==> src/irq_ident_defs.svh <==
// Register offsets, field layout and reset values for the source identity block
`ifndef IRQ_IDENT_DEFS_SVH
`define IRQ_IDENT_DEFS_SVH

`define OFS_TIMER0_LINE_SOURCE 8'h20
`define OFS_TIMER1_LINE_SOURCE 8'h24
`define OFS_SERIAL0_LINE_SOURCE 8'h30
`define OFS_SPI_PORT0_LINE_SOURCE 8'h38
`define OFS_I2C_CTRL0_LINE_SOURCE 8'h48
`define OFS_TEMP_ALARM_LINE_SOURCE 8'h54
`define OFS_COMPARATOR_LINE_SOURCE 8'h64
`define OFS_IRQ_STATUS 8'h84
`define OFS_IRQ_MASK 8'h88

`define SRC_FIELD_W 3
`define NUM_SOURCES 7
`define ADDR_LSB 2
`define ADDR_WORD_MASK 8'hFC
`define RESP_OKAY 2'h0
`define RESP_SLVERR 2'h2
`define ZERO32 32'h0000_0000
`define MASK_RESET 7'h00

`endif

==> src/irq_ident_pkg.sv <==
// Types shared by the source identity block
`default_nettype none
package irq_ident_pkg;
  typedef enum logic [1:0] {
    RD_IDLE,
    RD_RESP
  } rd_state_t;
  typedef enum logic [1:0] {
    WR_IDLE,
    WR_RESP
  } wr_state_t;
endpackage : irq_ident_pkg
`default_nettype wire

==> src/irq_source_identity_regs.sv <==
// Interrupt source identity registers with an AXI4-Lite slave
// Functional notes
// - Line 8 has a read-only identity register at 0x20 whose bit 0 shows the timer-0 request.
// - In the line-8 identity field bits 2 and 1 read zero and bit 0 shows the timer-0 request.
// - Line 9 has a read-only identity register at 0x24 showing the timer-1 request in bit 0.
// - Line 12 has a read-only identity register at 0x30 showing the serial port request in bit 0.
// - Line 14 has a read-only identity register at 0x38 showing the SPI port request in bit 0.
// - Line 18 has a read-only identity register at 0x48 showing the I2C request in bit 0.
// - Line 21 has a read-only identity register at 0x54 showing the temperature alarm in bit 0.
// - Line 25 has a read-only identity register at 0x64 for the analog comparator request.
`include "irq_ident_defs.svh"
`default_nettype none

module irq_source_identity_regs #(
  parameter int ADDR_W = 8 // Byte address width
) (
  input wire logic aclk, // System clock
  input wire logic aresetn, // Synchronous reset, active low
  input wire logic timer_zero_request, // Timer 0 request level
  input wire logic timer_one_request, // Timer 1 request level
  input wire logic serial_port_zero_request, // Serial port 0 request level
  input wire logic spi_port_zero_request, // SPI port 0 request level
  input wire logic i2c_ctrl_zero_request, // I2C controller 0 request level
  input wire logic temperature_alarm_request, // Temperature alarm request level
  input wire logic analog_comparator, // Analog comparator request level
  input wire logic [ADDR_W-1:0] s_axi_awaddr, // Write address
  input wire logic s_axi_awvalid, // Write address valid
  output logic s_axi_awready, // Write address ready
  input wire logic [31:0] s_axi_wdata, // Write data
  input wire logic [3:0] s_axi_wstrb, // Write strobes
  input wire logic s_axi_wvalid, // Write data valid
  output logic s_axi_wready, // Write data ready
  output logic [1:0] s_axi_bresp, // Write response
  output logic s_axi_bvalid, // Write response valid
  input wire logic s_axi_bready, // Write response ready
  input wire logic [ADDR_W-1:0] s_axi_araddr, // Read address
  input wire logic s_axi_arvalid, // Read address valid
  output logic s_axi_arready, // Read address ready
  output logic [31:0] s_axi_rdata, // Read data
  output logic [1:0] s_axi_rresp, // Read response
  output logic s_axi_rvalid, // Read data valid
  input wire logic s_axi_rready, // Read data ready
  output logic irq // Level interrupt, any unmasked status bit
);

  // The decode compares eight address bits, so a narrower bus cannot reach the map
  if (ADDR_W < 8) begin : g_bad_addr_w
    $error("ADDR_W must be at least 8");
  end

  localparam int NS = `NUM_SOURCES;

  logic [NS-1:0] req_now;
  logic [NS-1:0] req_r;
  logic [NS-1:0] status_r;
  logic [NS-1:0] mask_r;
  logic [NS-1:0] rise;
  logic [NS-1:0] w1c;
  logic [ADDR_W-1:0] awaddr_r;
  logic [31:0] wdata_r;
  logic [3:0] wstrb_r;
  logic aw_have_r;
  logic w_have_r;
  logic [31:0] rd_nxt;
  logic rd_ok;
  logic wr_fire;
  logic wr_hit;
  irq_ident_pkg::rd_state_t rd_state_r;
  irq_ident_pkg::wr_state_t wr_state_r;

  assign req_now = {analog_comparator, temperature_alarm_request, i2c_ctrl_zero_request,
                    spi_port_zero_request, serial_port_zero_request, timer_one_request,
                    timer_zero_request};

  // Requests are registered once so every identity read sees a clean sampled level
  always_ff @(posedge aclk) begin
    if (!aresetn) begin
      req_r <= '0;
    end else begin
      req_r <= req_now;
    end
  end

  assign rise = req_now & ~req_r;

  // Write path: address and data accepted in either order
  assign wr_fire = aw_have_r && w_have_r && (wr_state_r == irq_ident_pkg::WR_IDLE);

  always_ff @(posedge aclk) begin
    if (!aresetn) begin
      aw_have_r <= 1'b0;
      awaddr_r <= '0;
    end else if (s_axi_awvalid && s_axi_awready) begin
      aw_have_r <= 1'b1;
      awaddr_r <= s_axi_awaddr;
    end else if (wr_fire) begin
      aw_have_r <= 1'b0;
    end
  end

  always_ff @(posedge aclk) begin
    if (!aresetn) begin
      w_have_r <= 1'b0;
      wdata_r <= `ZERO32;
      wstrb_r <= '0;
    end else if (s_axi_wvalid && s_axi_wready) begin
      w_have_r <= 1'b1;
      wdata_r <= s_axi_wdata;
      wstrb_r <= s_axi_wstrb;
    end else if (wr_fire) begin
      w_have_r <= 1'b0;
    end
  end

  always_ff @(posedge aclk) begin
    if (!aresetn) begin
      s_axi_awready <= 1'b0;
      s_axi_wready <= 1'b0;
    end else begin
      s_axi_awready <= !aw_have_r && !(s_axi_awvalid && s_axi_awready);
      s_axi_wready <= !w_have_r && !(s_axi_wvalid && s_axi_wready);
    end
  end

  // Only status and mask accept writes; identity words silently drop them
  always_comb begin
    wr_hit = 1'b0;
    case (awaddr_r[7:0] & `ADDR_WORD_MASK)
      `OFS_IRQ_STATUS, `OFS_IRQ_MASK, `OFS_TIMER0_LINE_SOURCE, `OFS_TIMER1_LINE_SOURCE,
      `OFS_SERIAL0_LINE_SOURCE, `OFS_SPI_PORT0_LINE_SOURCE, `OFS_I2C_CTRL0_LINE_SOURCE,
      `OFS_TEMP_ALARM_LINE_SOURCE, `OFS_COMPARATOR_LINE_SOURCE: wr_hit = 1'b1;
      default: wr_hit = 1'b0;
    endcase
  end

  assign w1c = (wr_fire && (awaddr_r[7:0] & `ADDR_WORD_MASK) == `OFS_IRQ_STATUS && wstrb_r[0])
               ? wdata_r[NS-1:0] : '0;

  always_ff @(posedge aclk) begin
    if (!aresetn) begin
      wr_state_r <= irq_ident_pkg::WR_IDLE;
      s_axi_bvalid <= 1'b0;
      s_axi_bresp <= `RESP_OKAY;
    end else begin
      case (wr_state_r)
        irq_ident_pkg::WR_IDLE: begin
          if (wr_fire) begin
            wr_state_r <= irq_ident_pkg::WR_RESP;
            s_axi_bvalid <= 1'b1;
            s_axi_bresp <= wr_hit ? `RESP_OKAY : `RESP_SLVERR;
          end
        end
        irq_ident_pkg::WR_RESP: begin
          if (s_axi_bready) begin
            wr_state_r <= irq_ident_pkg::WR_IDLE;
            s_axi_bvalid <= 1'b0;
          end
        end
        default: wr_state_r <= irq_ident_pkg::WR_IDLE;
      endcase
    end
  end

  always_ff @(posedge aclk) begin
    if (!aresetn) begin
      mask_r <= `MASK_RESET;
    end else if (wr_fire && (awaddr_r[7:0] & `ADDR_WORD_MASK) == `OFS_IRQ_MASK && wstrb_r[0]) begin
      mask_r <= wdata_r[NS-1:0];
    end
  end

  // New request edges win over a simultaneous write-one-to-clear, so no event is lost
  for (genvar i = 0; i < NS; i++) begin : g_status
    always_ff @(posedge aclk) begin
      if (!aresetn) begin
        status_r[i] <= 1'b0;
      end else begin
        status_r[i] <= (status_r[i] & ~w1c[i]) | rise[i];
      end
    end
  end

  always_ff @(posedge aclk) begin
    if (!aresetn) begin
      irq <= 1'b0;
    end else begin
      irq <= |(((status_r & ~w1c) | rise) & mask_r);
    end
  end

  // Read decode; the identity words sample the registered request, no side effect
  always_comb begin
    rd_nxt = `ZERO32;
    rd_ok = 1'b1;
    case (s_axi_araddr[7:0] & `ADDR_WORD_MASK)
      `OFS_TIMER0_LINE_SOURCE: rd_nxt[0] = req_r[0];
      `OFS_TIMER1_LINE_SOURCE: rd_nxt[0] = req_r[1];
      `OFS_SERIAL0_LINE_SOURCE: rd_nxt[0] = req_r[2];
      `OFS_SPI_PORT0_LINE_SOURCE: rd_nxt[0] = req_r[3];
      `OFS_I2C_CTRL0_LINE_SOURCE: rd_nxt[0] = req_r[4];
      `OFS_TEMP_ALARM_LINE_SOURCE: rd_nxt[0] = req_r[5];
      `OFS_COMPARATOR_LINE_SOURCE: rd_nxt[0] = req_r[6];
      `OFS_IRQ_STATUS: rd_nxt[NS-1:0] = status_r;
      `OFS_IRQ_MASK: rd_nxt[NS-1:0] = mask_r;
      default: rd_ok = 1'b0;
    endcase
  end

  always_ff @(posedge aclk) begin
    if (!aresetn) begin
      rd_state_r <= irq_ident_pkg::RD_IDLE;
      s_axi_arready <= 1'b0;
      s_axi_rvalid <= 1'b0;
      s_axi_rdata <= `ZERO32;
      s_axi_rresp <= `RESP_OKAY;
    end else begin
      case (rd_state_r)
        irq_ident_pkg::RD_IDLE: begin
          s_axi_arready <= !(s_axi_arvalid && s_axi_arready);
          if (s_axi_arvalid && s_axi_arready) begin
            rd_state_r <= irq_ident_pkg::RD_RESP;
            s_axi_rvalid <= 1'b1;
            s_axi_rdata <= rd_nxt;
            s_axi_rresp <= rd_ok ? `RESP_OKAY : `RESP_SLVERR;
          end
        end
        irq_ident_pkg::RD_RESP: begin
          s_axi_arready <= 1'b0;
          if (s_axi_rready) begin
            rd_state_r <= irq_ident_pkg::RD_IDLE;
            s_axi_rvalid <= 1'b0;
            s_axi_arready <= 1'b1;
          end
        end
        default: rd_state_r <= irq_ident_pkg::RD_IDLE;
      endcase
    end
  end

endmodule : irq_source_identity_regs
`default_nettype wire

==> config.mk <==
export PLATFORM = sky130hd
export DESIGN_NAME = irq_source_identity_regs
export DESIGN_NICKNAME = d
export VERILOG_FILES = /design/src/irq_ident_pkg.sv /design/src/irq_source_identity_regs.sv
export VERILOG_INCLUDE_DIRS = /design/src
export SDC_FILE = /design/constraint.sdc
export NUM_CORES = 1
export LEC_CHECK = 0
export BUFFER_PORTS_ARGS = -buffer_cell sky130_fd_sc_hd__buf_2
export CORE_MARGIN = 5
export CORE_UTILIZATION = 28
export DETAILED_ROUTE_END_ITERATION = 10
export GPL_TIMING_DRIVEN = 0
export PLACE_DENSITY = 0.53
export SLEW_MARGIN = 20
export SYNTH_ARGS = -nofsm -noshare
export SYNTH_HDL_FRONTEND = slang
export SYNTH_SLANG_ARGS = --single-unit
==> constraint.sdc <==
create_clock -name aclk -period 2.15 [get_ports aclk]
set_input_delay 0 -clock aclk [delete_from_list [all_inputs] [get_ports aclk]]
set_output_delay 0 -clock aclk [all_outputs]
set_load 0.02 [all_outputs]
# Yosys cells after proc, flatten, opt, wreduce, memory -nomap -nowiden
# Cells that the tools add are included.
dict set report word_totals {
  elab_cells 131
  regBits 60
}
dict set report op_classes {
  eq_ne 24
  muxes 24
  reduce_logical 31
  n_bitwise 27
}
# cell count
set op_table {}
lappend op_table {{$eq A6 B4 Y1 const B} 8}
lappend op_table {{$eq A6 B5 Y1 const B} 6}
lappend op_table {{$eq A6 B6 Y1 const B} 4}
lappend op_table {{$and A7 B7 Y7} 3}
lappend op_table {{$reduce_or A9 Y1} 2}
lappend op_table {{$not A7 Y7} 2}
lappend op_table {{$mux W2} 6}
lappend op_table {{$pmux W6 S2} 1}
lappend op_table {{$logic_and A1 B1 Y1} 11}
lappend op_table {{$mux W1} 10}
lappend op_table {{$pmux W1 S9} 1}
lappend op_table {{$ne A2 B2 Y1 const B} 4}
lappend op_table {{$pmux W2 S2} 2}
lappend op_table {{$reduce_and A2 Y1} 4}
lappend op_table {{$reduce_bool A2 Y1} 4}
lappend op_table {{$and A1 B1 Y1} 7}
lappend op_table {{$mux W7} 1}
lappend op_table {{$not A1 Y1} 7}
lappend op_table {{$or A1 B1 Y1} 7}
lappend op_table {{$or A7 B7 Y7} 1}
lappend op_table {{$reduce_or A7 Y1} 1}
lappend op_table {{$pmux W1 S2} 3}
lappend op_table {{$reduce_and A3 Y1} 2}
lappend op_table {{$logic_not A1 Y1} 5}
lappend op_table {{2 further kinds} 4}

# Depth between registers and ports, before layout
# Gate-level depths: netlist (run 1).
dict set report logic_depth {
  word_depth 10
  depth_mapped 7
  ltp_nobuf 5
}

# Worst setup path after synthesis (run 1)
# OpenSTA, ideal clock, no wires.
dict set report synth_path {
  kind {register -> register}
  from {register s_axi_bvalid (netlist name)}
  to {register irq}
  setup_time_ns 0.133
  t_arrival_ns 1.396
  path_stages_with_launch 6
  path_buffers 0
  path_slack_ns 0.622
  t_required_ns 2.017
  cell_sequence {dfxtp_1 nand3b_4 nor4b_4 a21boi_0 o21ai_0 a31oi_1}
}
# item line
set synth_lines {}
lappend synth_lines {{to (signal assigned)} irq_source_identity_regs.sv:187} ;# irq <= |(((status_r & ~w1c) | rise) & mask_r);
lappend synth_lines {{to (decl)} irq_source_identity_regs.sv:43} ;# output logic irq

# Worst setup path in the final report (run 1)
dict set report layout_path {
  from {register awaddr_r[7]}
  to {register irq}
}
dict set report layout_between {
  elab_chain_len 9
}
# item line
set layout_rtl {}
lappend layout_rtl {{from (decl)} irq_source_identity_regs.sv:59} ;# logic [ADDR_W-1:0] awaddr_r;
lappend layout_rtl {{from (signal assigned)} irq_source_identity_regs.sv:95} ;# awaddr_r <= s_axi_awaddr;
lappend layout_rtl {{$eq A6 B6 Y1} --}
lappend layout_rtl {{$logic_and A1 B1 Y1 (no line)} --}
lappend layout_rtl {{$logic_and A1 B1 Y1} irq_source_identity_regs.sv:136} ;# assign w1c = (wr_fire && (awaddr_r[7:0] & `ADDR_WORD_MASK) == `OFS_IRQ_STATUS && wstrb_r[0])
lappend layout_rtl {{$mux W7} irq_source_identity_regs.sv:136}
lappend layout_rtl {{$not A7 Y7} irq_source_identity_regs.sv:187}
lappend layout_rtl {{$and A7 B7 Y7} irq_source_identity_regs.sv:187}
lappend layout_rtl {{$or A7 B7 Y7} irq_source_identity_regs.sv:187}
lappend layout_rtl {{$and A7 B7 Y7} irq_source_identity_regs.sv:187}
lappend layout_rtl {{$reduce_or A7 Y1} irq_source_identity_regs.sv:187}
# No other way between the ends.
# A chain may end at the register's enable or synchronous reset.

==> results of run 1 <==
## routing by layer
| layer | vias to the layer above | track usage |
|---|---|---|
| met5 | - | 0 |
| met4 | 0 | 0.0420 |
| met3 | 10 | 0.0265 |
| met2 | 56 | 0.183 |
| met1 | 982 | 0.150 |
| li1 | 1170 | - |
## cell type report
type                    instances  area, µm²  area share
flip-flops and latches         52       1040       0.312
repair buffers                 71        475       0.142
plain buffers                  36        239      0.0715
clock buffers                   6       82.6      0.0247
clock inverters                 2       38.8      0.0116
multi-input cells             229       1320       0.394
inverters                       3       11.3     0.00337
well taps                     108        135      0.0404
## worst max-delay path: cells and delay by family, from the launching register on
kind	cells	cell delay (ns)
flip-flops	1	0.46
AND/OR/NAND/NOR	2	0.73
AO/OA/AOI/OAI	3	0.46
## power by group
part / internal [mW] / switching, mW
Clock: 0.381 / 0.321
Combinational: 0.163 / 0.182
Sequential: 1.01 / 0.0424
## cell usage after synthesis (3+ instances only)
library cell | number | area (µm²)
dfxtp_1 | 52 | 1040
nand2_1 | 36 | 135
buf_4 | 27 | 203
a21oi_1 | 24 | 120
nor2_1 | 18 | 67.6
o21ai_0 | 17 | 85.1
nor2b_1 | 15 | 93.8
and2_1 | 14 | 87.6
mux2i_1 | 8 | 80.1
nand3_1 | 8 | 40.0
nor3_1 | 8 | 40.0
clkbuf_1 | 7 | 26.3
a21o_1 | 6 | 45.0
a221oi_1 | 6 | 52.6
nand2b_1 | 6 | 37.5
nand3b_1 | 3 | 22.5
nor3b_1 | 3 | 22.5
## flip-flops by register name, summed over array words and instances, names as in the netlist
signal,count
s_axi_wready,1
s_axi_awready,1
w_have_r,1
irq,1
s_axi_bresp,1
awaddr_r,6
wstrb_r,1
s_axi_rresp,1
wdata_r,7
s_axi_rdata,7
aw_have_r,1
s_axi_arready,1
req_r,7
mask_r,7
status_r,7
s_axi_bvalid,1
s_axi_rvalid,1
## cell families after synthesis
family	after synthesis	share of synthesized area
compound gates	62	0.148
mux	9	0.0364
xor+xnor	2	0.00698
flops	52	0.415
simple gates	129	0.293
other cells	1	0.00149
buf+inv	39	0.0997
## cell usage in the layout, fill, tap and decap left out, types with 2 or more instances in the layout
cell type	instances
nand2b_1	6
clkbuf_1	7
nor2b_1	15
a21oi_1	24
conb_1	27
buf_4	27
nand3_1	8
buf_2	49
nor2_1	18
nand4_1	2
and3b_1	2
dlygate4sd3_1	24
dfxtp_1	52
nand3b_1	3
a21o_1	6
nor3b_1	3
a221oi_1	6
and3_1	2
clkbuf_8	6
o21ai_0	17
nor3_1	8
and2_1	14
inv_1	2
nand2_1	36
mux2i_1	8
## final timing paths
check	to	slack (ns)	from
min reg2reg	s_axi_rresp[1]	0.46	s_axi_rresp[1]
max reg2reg	irq	0.36	awaddr_r[7]
max	irq	0.36	awaddr_r[7]
min	awaddr_r[2]	0.01	s_axi_awvalid
## stage by stage
| step | cell area, µm² | utilization |
|---|---|---|
| global route | 3340 | 0.383 |
| finish | 3340 | 0.383 |
| CTS | 3340 | 0.383 |
| global placement | 2980 | 0.342 |
| detailed placement | 2980 | 0.342 |
| floorplan | 2610 | - |
==> reports/qor.txt, run 1 <==
Ports = 108
#FFs+latches synth = 52
Core Box Area = 8720 µm²
Routed Antenna Nets = 0
CTS Hold Bufs = 24
CP cell instances = nand3b_1 -> nor4b_4 -> a21boi_0 -> o21ai_0 -> a31oi_1
Fill cells = 900
pwr dens = 629 nW/µm²
post-synthesis async set-or-reset flop share = 0
pin count of the biggest net entering global routing = 17
CP peak stage delay = 0.51 ns
minimum clock period = 1.79 ns
post-CTS sizing = 0
Die H = 105 µm
Worst Slack Setup Final = 0.360 ns
Place WS = 0.369 ns
Synth cell types = 48
final hold slack = 0.0145 ns
Die ar. = 11000 µm²
routability cong. = 0.798
Post-Syn Instances = 294
TritonCTS clock tree = built
clock-pin slew on the worst setup and hold paths = 0.09 ns
register area share after synthesis = 0.415
Final #Nets = 464
vias per cell = 4.37
Yosys Warn Count = 0
critical path arrival = 1.96 ns
met1 wire length = 2930 µm
Max VDD drop = 0.279 mV
Worst Reg-to-Reg Cells = 5
Slew @ Worst Pin = 0.657 ns
CP startpoint kind = register
CTS H-tree depth = 2
critical path required time = 2.32 ns
FMAX = 559 MHz
# Max-Cap Violations = 0
Slowest cell on crit path = nor4b_4
Placed Cells = 475
syn avg cell area = 8.54 µm²
Clock Tree Buf Depth = 2
ANT cells = 0
latest clock arrival within the worst-skew pair = 0.30 ns
vias in the first global route = 2151
DRC = 0
Final Cycle Share = 0.832
initial antenna violation count = 0
DIE WIDTH = 105 µm
starting density of the core = 0.288
share of layout cells above drive strength 1 = 0.236
Crit. End Element = register
dpl hpwl = 4740 µm
Final Hold Viols = 0
Non-Filler Instances = 507
Area growth syn-to-layout = 33.0%
first-pass GRT wire length = 10400 µm
worst-path maximum fanout = 8
Cells on Worst Hold Path = 3
IO Port Bufs = 47
Top Metal Used = met4
Post-Syn Area = 2510 µm²
Power Total = 2.10 mW
relative slew slack = 0.559
CTS sink count = 52
detailed router's first-iteration violation count = 72
status = complete, no violations
via count = 2218
FP Rows = 34
setup TNS = 0 ns
Routed met2 length = 2830 µm
final wirelength = 6210 µm
ys flop type = dfxtp_1
total track usage = 0.114
root buffer cell = clkbuf_8
GR Overflow Total = 0
crit path kind = register to register
first-pass iteration count of the detailed router = 4
post-CTS setup buffers = 0
Setup Viol. Count Final = 0
skew final = 0.00517 ns
Static Leakage = 1.45 nW
Routed WL per cell = 12.3 µm
met3 wire length = 327 µm
pins over their slew limit = 0
Post-synth EDFFs = 0
RSZ-0062 raised after global routing = no
Hold WC Path Type = input pin to register
CTS Buf Count = 5
Note: power is estimated with default switching activity, not from simulation.
==> run 2, diff against run 1 <==
- ABC_AREA: unset -> 1
- PLACE_DENSITY: 0.53 -> 0.55
- clock period: 2.15 -> 1.58 ns (I/O delays scaled with it)
==> run 2 against run 1 <==
Compared with the run above: non-clock buffer count shrank 1; sequential power rose by 36%; worst setup slack lost 0.25 ns; largest power group unchanged; clock power increased by 15%; power grew 29%; highest routed layer unchanged; first-iteration DRC count increased by 19%; synthesized cell count up 18%; final area down 3.8%; register-to-register slack got worse by 0.25 ns.
==> reports/qor.txt, run 2 <==
Reg power frac = 0.528 (+0.026)
TritonCTS clock tree = built
Hold WC Path Type = input pin to register
vias in the first global route = 1984 (-7.8%)
post-synthesis async set-or-reset flop share = 0 (unchanged)
dpl cell area = 2870 µm² (-3.6%)
# Max-Cap Violations = 0 (unchanged)
Finished Core Util = 0.387 (+0.00409)
Worst Slack Setup Final = 0.112 ns (-0.248 ns)
final wirelength = 5800 µm (-6.6%)
Max VDD drop = 0.431 mV (+55%)
CTS sink count = 52 (unchanged)
crit path kind = register to register
Place WS = 0.0981 ns (-0.271 ns)
DIE WIDTH = 103 µm (-1.9%)
Synth area leaders = dfxtp_1 (43%), nand2_1 (11%), buf_4 (8.4%)
met2 GRT Util = 0.180 (-0.00306)
Post-Syn Instances = 346 (+18%)
top cells by count, synth = nand2_1 (68), dfxtp_1 (52), nor2_1 (48)
ys flop type = dfxtp_1
Core Box Area = 8300 µm² (-4.8%)
root buffer cell = clkbuf_8
count leader, synth = nand2_1
Crit path max-delay family = simple AND/OR/NAND/NOR gates
Area growth syn-to-layout = 33.5%
worst-path maximum fanout = 8 (unchanged)
CP startpoint kind = register
minimum clock period = 1.47 ns (-0.322 ns)
clock-pin slew on the worst setup and hold paths = 0.09 ns (about the same)
pins over their slew limit = 0 (unchanged)
Worst Path Buf+Inv = 1 (+1)
Synth top area share = 0.432 (+0.0179)
via count = 2261 (+1.9%)
cell mode on critical path = nand2_1
FP Rows = 33 (-2.9%)
Static Leakage = 1.60 nW (+9.9%)
detailed router's first-iteration violation count = 86 (+19%)
GRT met1 Usage = 0.146 (-0.00475)
Yosys Warn Count = 0 (unchanged)
busiest grt layer = met2
GR Util met3 = 0.0217 (-0.00486)
share of layout cells above drive strength 1 = 0.212 (-0.0240)
Die ar. = 10600 µm² (-3.7%)
Final Cycle Share = 0.929 (+0.0968)
pin count of the biggest net entering global routing = 15 (-2)
skew final = 0.00885 ns (+0.00368 ns)
Die H = 103 µm (-1.9%)
Post-synth EDFFs = 0 (unchanged)
syn avg cell area = 6.96 µm² (-19%)
first-pass GRT wire length = 9130 µm (-12%)
clock power share = 0.298 (-0.036)
cell internal pwr = 1.98 mW (+27%)
Post-Syn Area = 2410 µm² (-4.1%)
latest clock arrival within the worst-skew pair = 0.30 ns (about the same)
Sw Share = 0.271 (+0.0113)
Routed WL per cell = 10.5 µm (-15%)
Ports = 108 (unchanged)
Final Hold Viols = 0 (unchanged)
CP peak stage delay = 0.31 ns (-0.20 ns)
DRC = 0 (unchanged)
most frequent cells in the layout = nand2_1 (68), dfxtp_1 (50), buf_2 (49)
dpl hpwl = 4600 µm (-3.0%)
first-pass iteration count of the detailed router = 4 (unchanged)
register area share after synthesis = 0.432 (+0.0179)
CTS Buf Count = 5 (unchanged)
starting density of the core = 0.290 (+0.00212)
#FFs+latches synth = 52 (unchanged)
CTS H-tree depth = 2 (unchanged)
pwr dens = 844 nW/µm² (+34%)
Comb pwr share = 0.174 (+0.010)
ANT cells = 0 (unchanged)
GR Overflow Total = 0 (unchanged)
Setup Viol. Count Final = 0 (unchanged)
Crit. End Element = register
IO Port Bufs = 47 (unchanged)
routability cong. = 0.815 (+2.1%)
Synth cell types = 22 (-54%)
Routed Antenna Nets = 0 (unchanged)
Final #Nets = 515 (+11%)
critical path arrival = 1.66 ns (-0.30 ns)
commonest non-fill, non-tap cell in the layout = nand2_1
total track usage = 0.110 (-0.00419)
Clock Tree Buf Depth = 2 (unchanged)
CP cell instances = inv_1 -> nor2_2 -> nand2_2 -> nor2_4 -> nand3_1 -> nand2_1 -> nand2_1 -> nand2_1 -> nand2_1 -> nor2_1 -> a21oi_1
fin area = 3210 µm² (-3.8%)
Switch Pwr = 734 µW (+35%)
cell taking the most area after synthesis = dfxtp_1
critical path required time = 1.77 ns (-0.55 ns)
Slowest cell on crit path = dfxtp_1
status = complete, no violations
initial antenna violation count = 0 (unchanged)
FMAX = 681 MHz (+22%)
vias per cell = 4.08 (-6.7%)
run 2: worst min-delay path, delay by kind of cell:
kind | cells | cell delay, ns
buf+inv | 1 | 0.08
compound gates | 2 | 0.19
run 2: final timing paths:
path | depth (start not counted) | slack (ns) | startpoint | endpoint
max | 11 | 0.11 | awaddr_r[7] | irq
max reg2reg | 11 | 0.11 | awaddr_r[7] | irq
min reg2reg | 2 | 0.47 | s_axi_rdata[0] | s_axi_rdata[0]
min | 3 | 0.01 | s_axi_awaddr[6] | awaddr_r[6]
run 2: repair_timing:
item | in CTS | in global routing
endpoints found under the hold margin | 24 | 0
resized for setup | 0 | 5
buffers inserted | 0 | 1
hold buffers | 22 | 0
endpoints found under the setup margin | 0 | 1
run 2: cells by family after synthesis:
logic type | count (synthesis) | synth area share
buffers and inverters | 85 | 0.176
other | 1 | 0.00156
AO/OA/AOI/OAI | 66 | 0.148
AND/OR/NAND/NOR | 142 | 0.243
flip-flops | 52 | 0.432
run 2: cell type report:
cell class                 count  area, µm²
buffer                        36        239
clock buffer                   7       96.3
fill                         883       5090
inverter                      49        184
multi-input combinational    235       1060
sequential                    52       1040
tap                          105        131
timing repair buffer          70        463
run 2: per-stage QoR:
step | setup TNS (ns) | hold WS [ns] | cells | power [mW]
finish | 0 | 0.0121 | 554 | 2.71
CTS | 0 | 0.00760 | 553 | 2.74
global placement | 0 | 0.195 | 524 | 1.88
detailed placement | 0 | 0.196 | 524 | 1.89
floorplan | 0 | 0.0935 | 372 | 1.77
global route | -0.0307 | 0.0280 | 554 | 2.89
run 2: routing by layer:
| metal | vias to the layer above | share of wire | wire length, µm |
|---|---|---|---|
| met5 | - | 0 | 0 |
| met4 | 0 | 0.012 | 71 |
| met3 | 9 | 0.073 | 421 |
| met2 | 64 | 0.43 | 2520 |
| met1 | 947 | 0.48 | 2790 |
| li1 | 1241 | - | - |
run 2: power groups by stage:
stage,Sequential [mW],Clock (mW),Combinational [mW]
floorplan,1.48,0,0.288
global placement,1.46,0,0.422
detailed placement,1.46,0,0.429
CTS,1.43,0.841,0.471
global route,1.44,0.911,0.532
finish,1.43,0.807,0.473
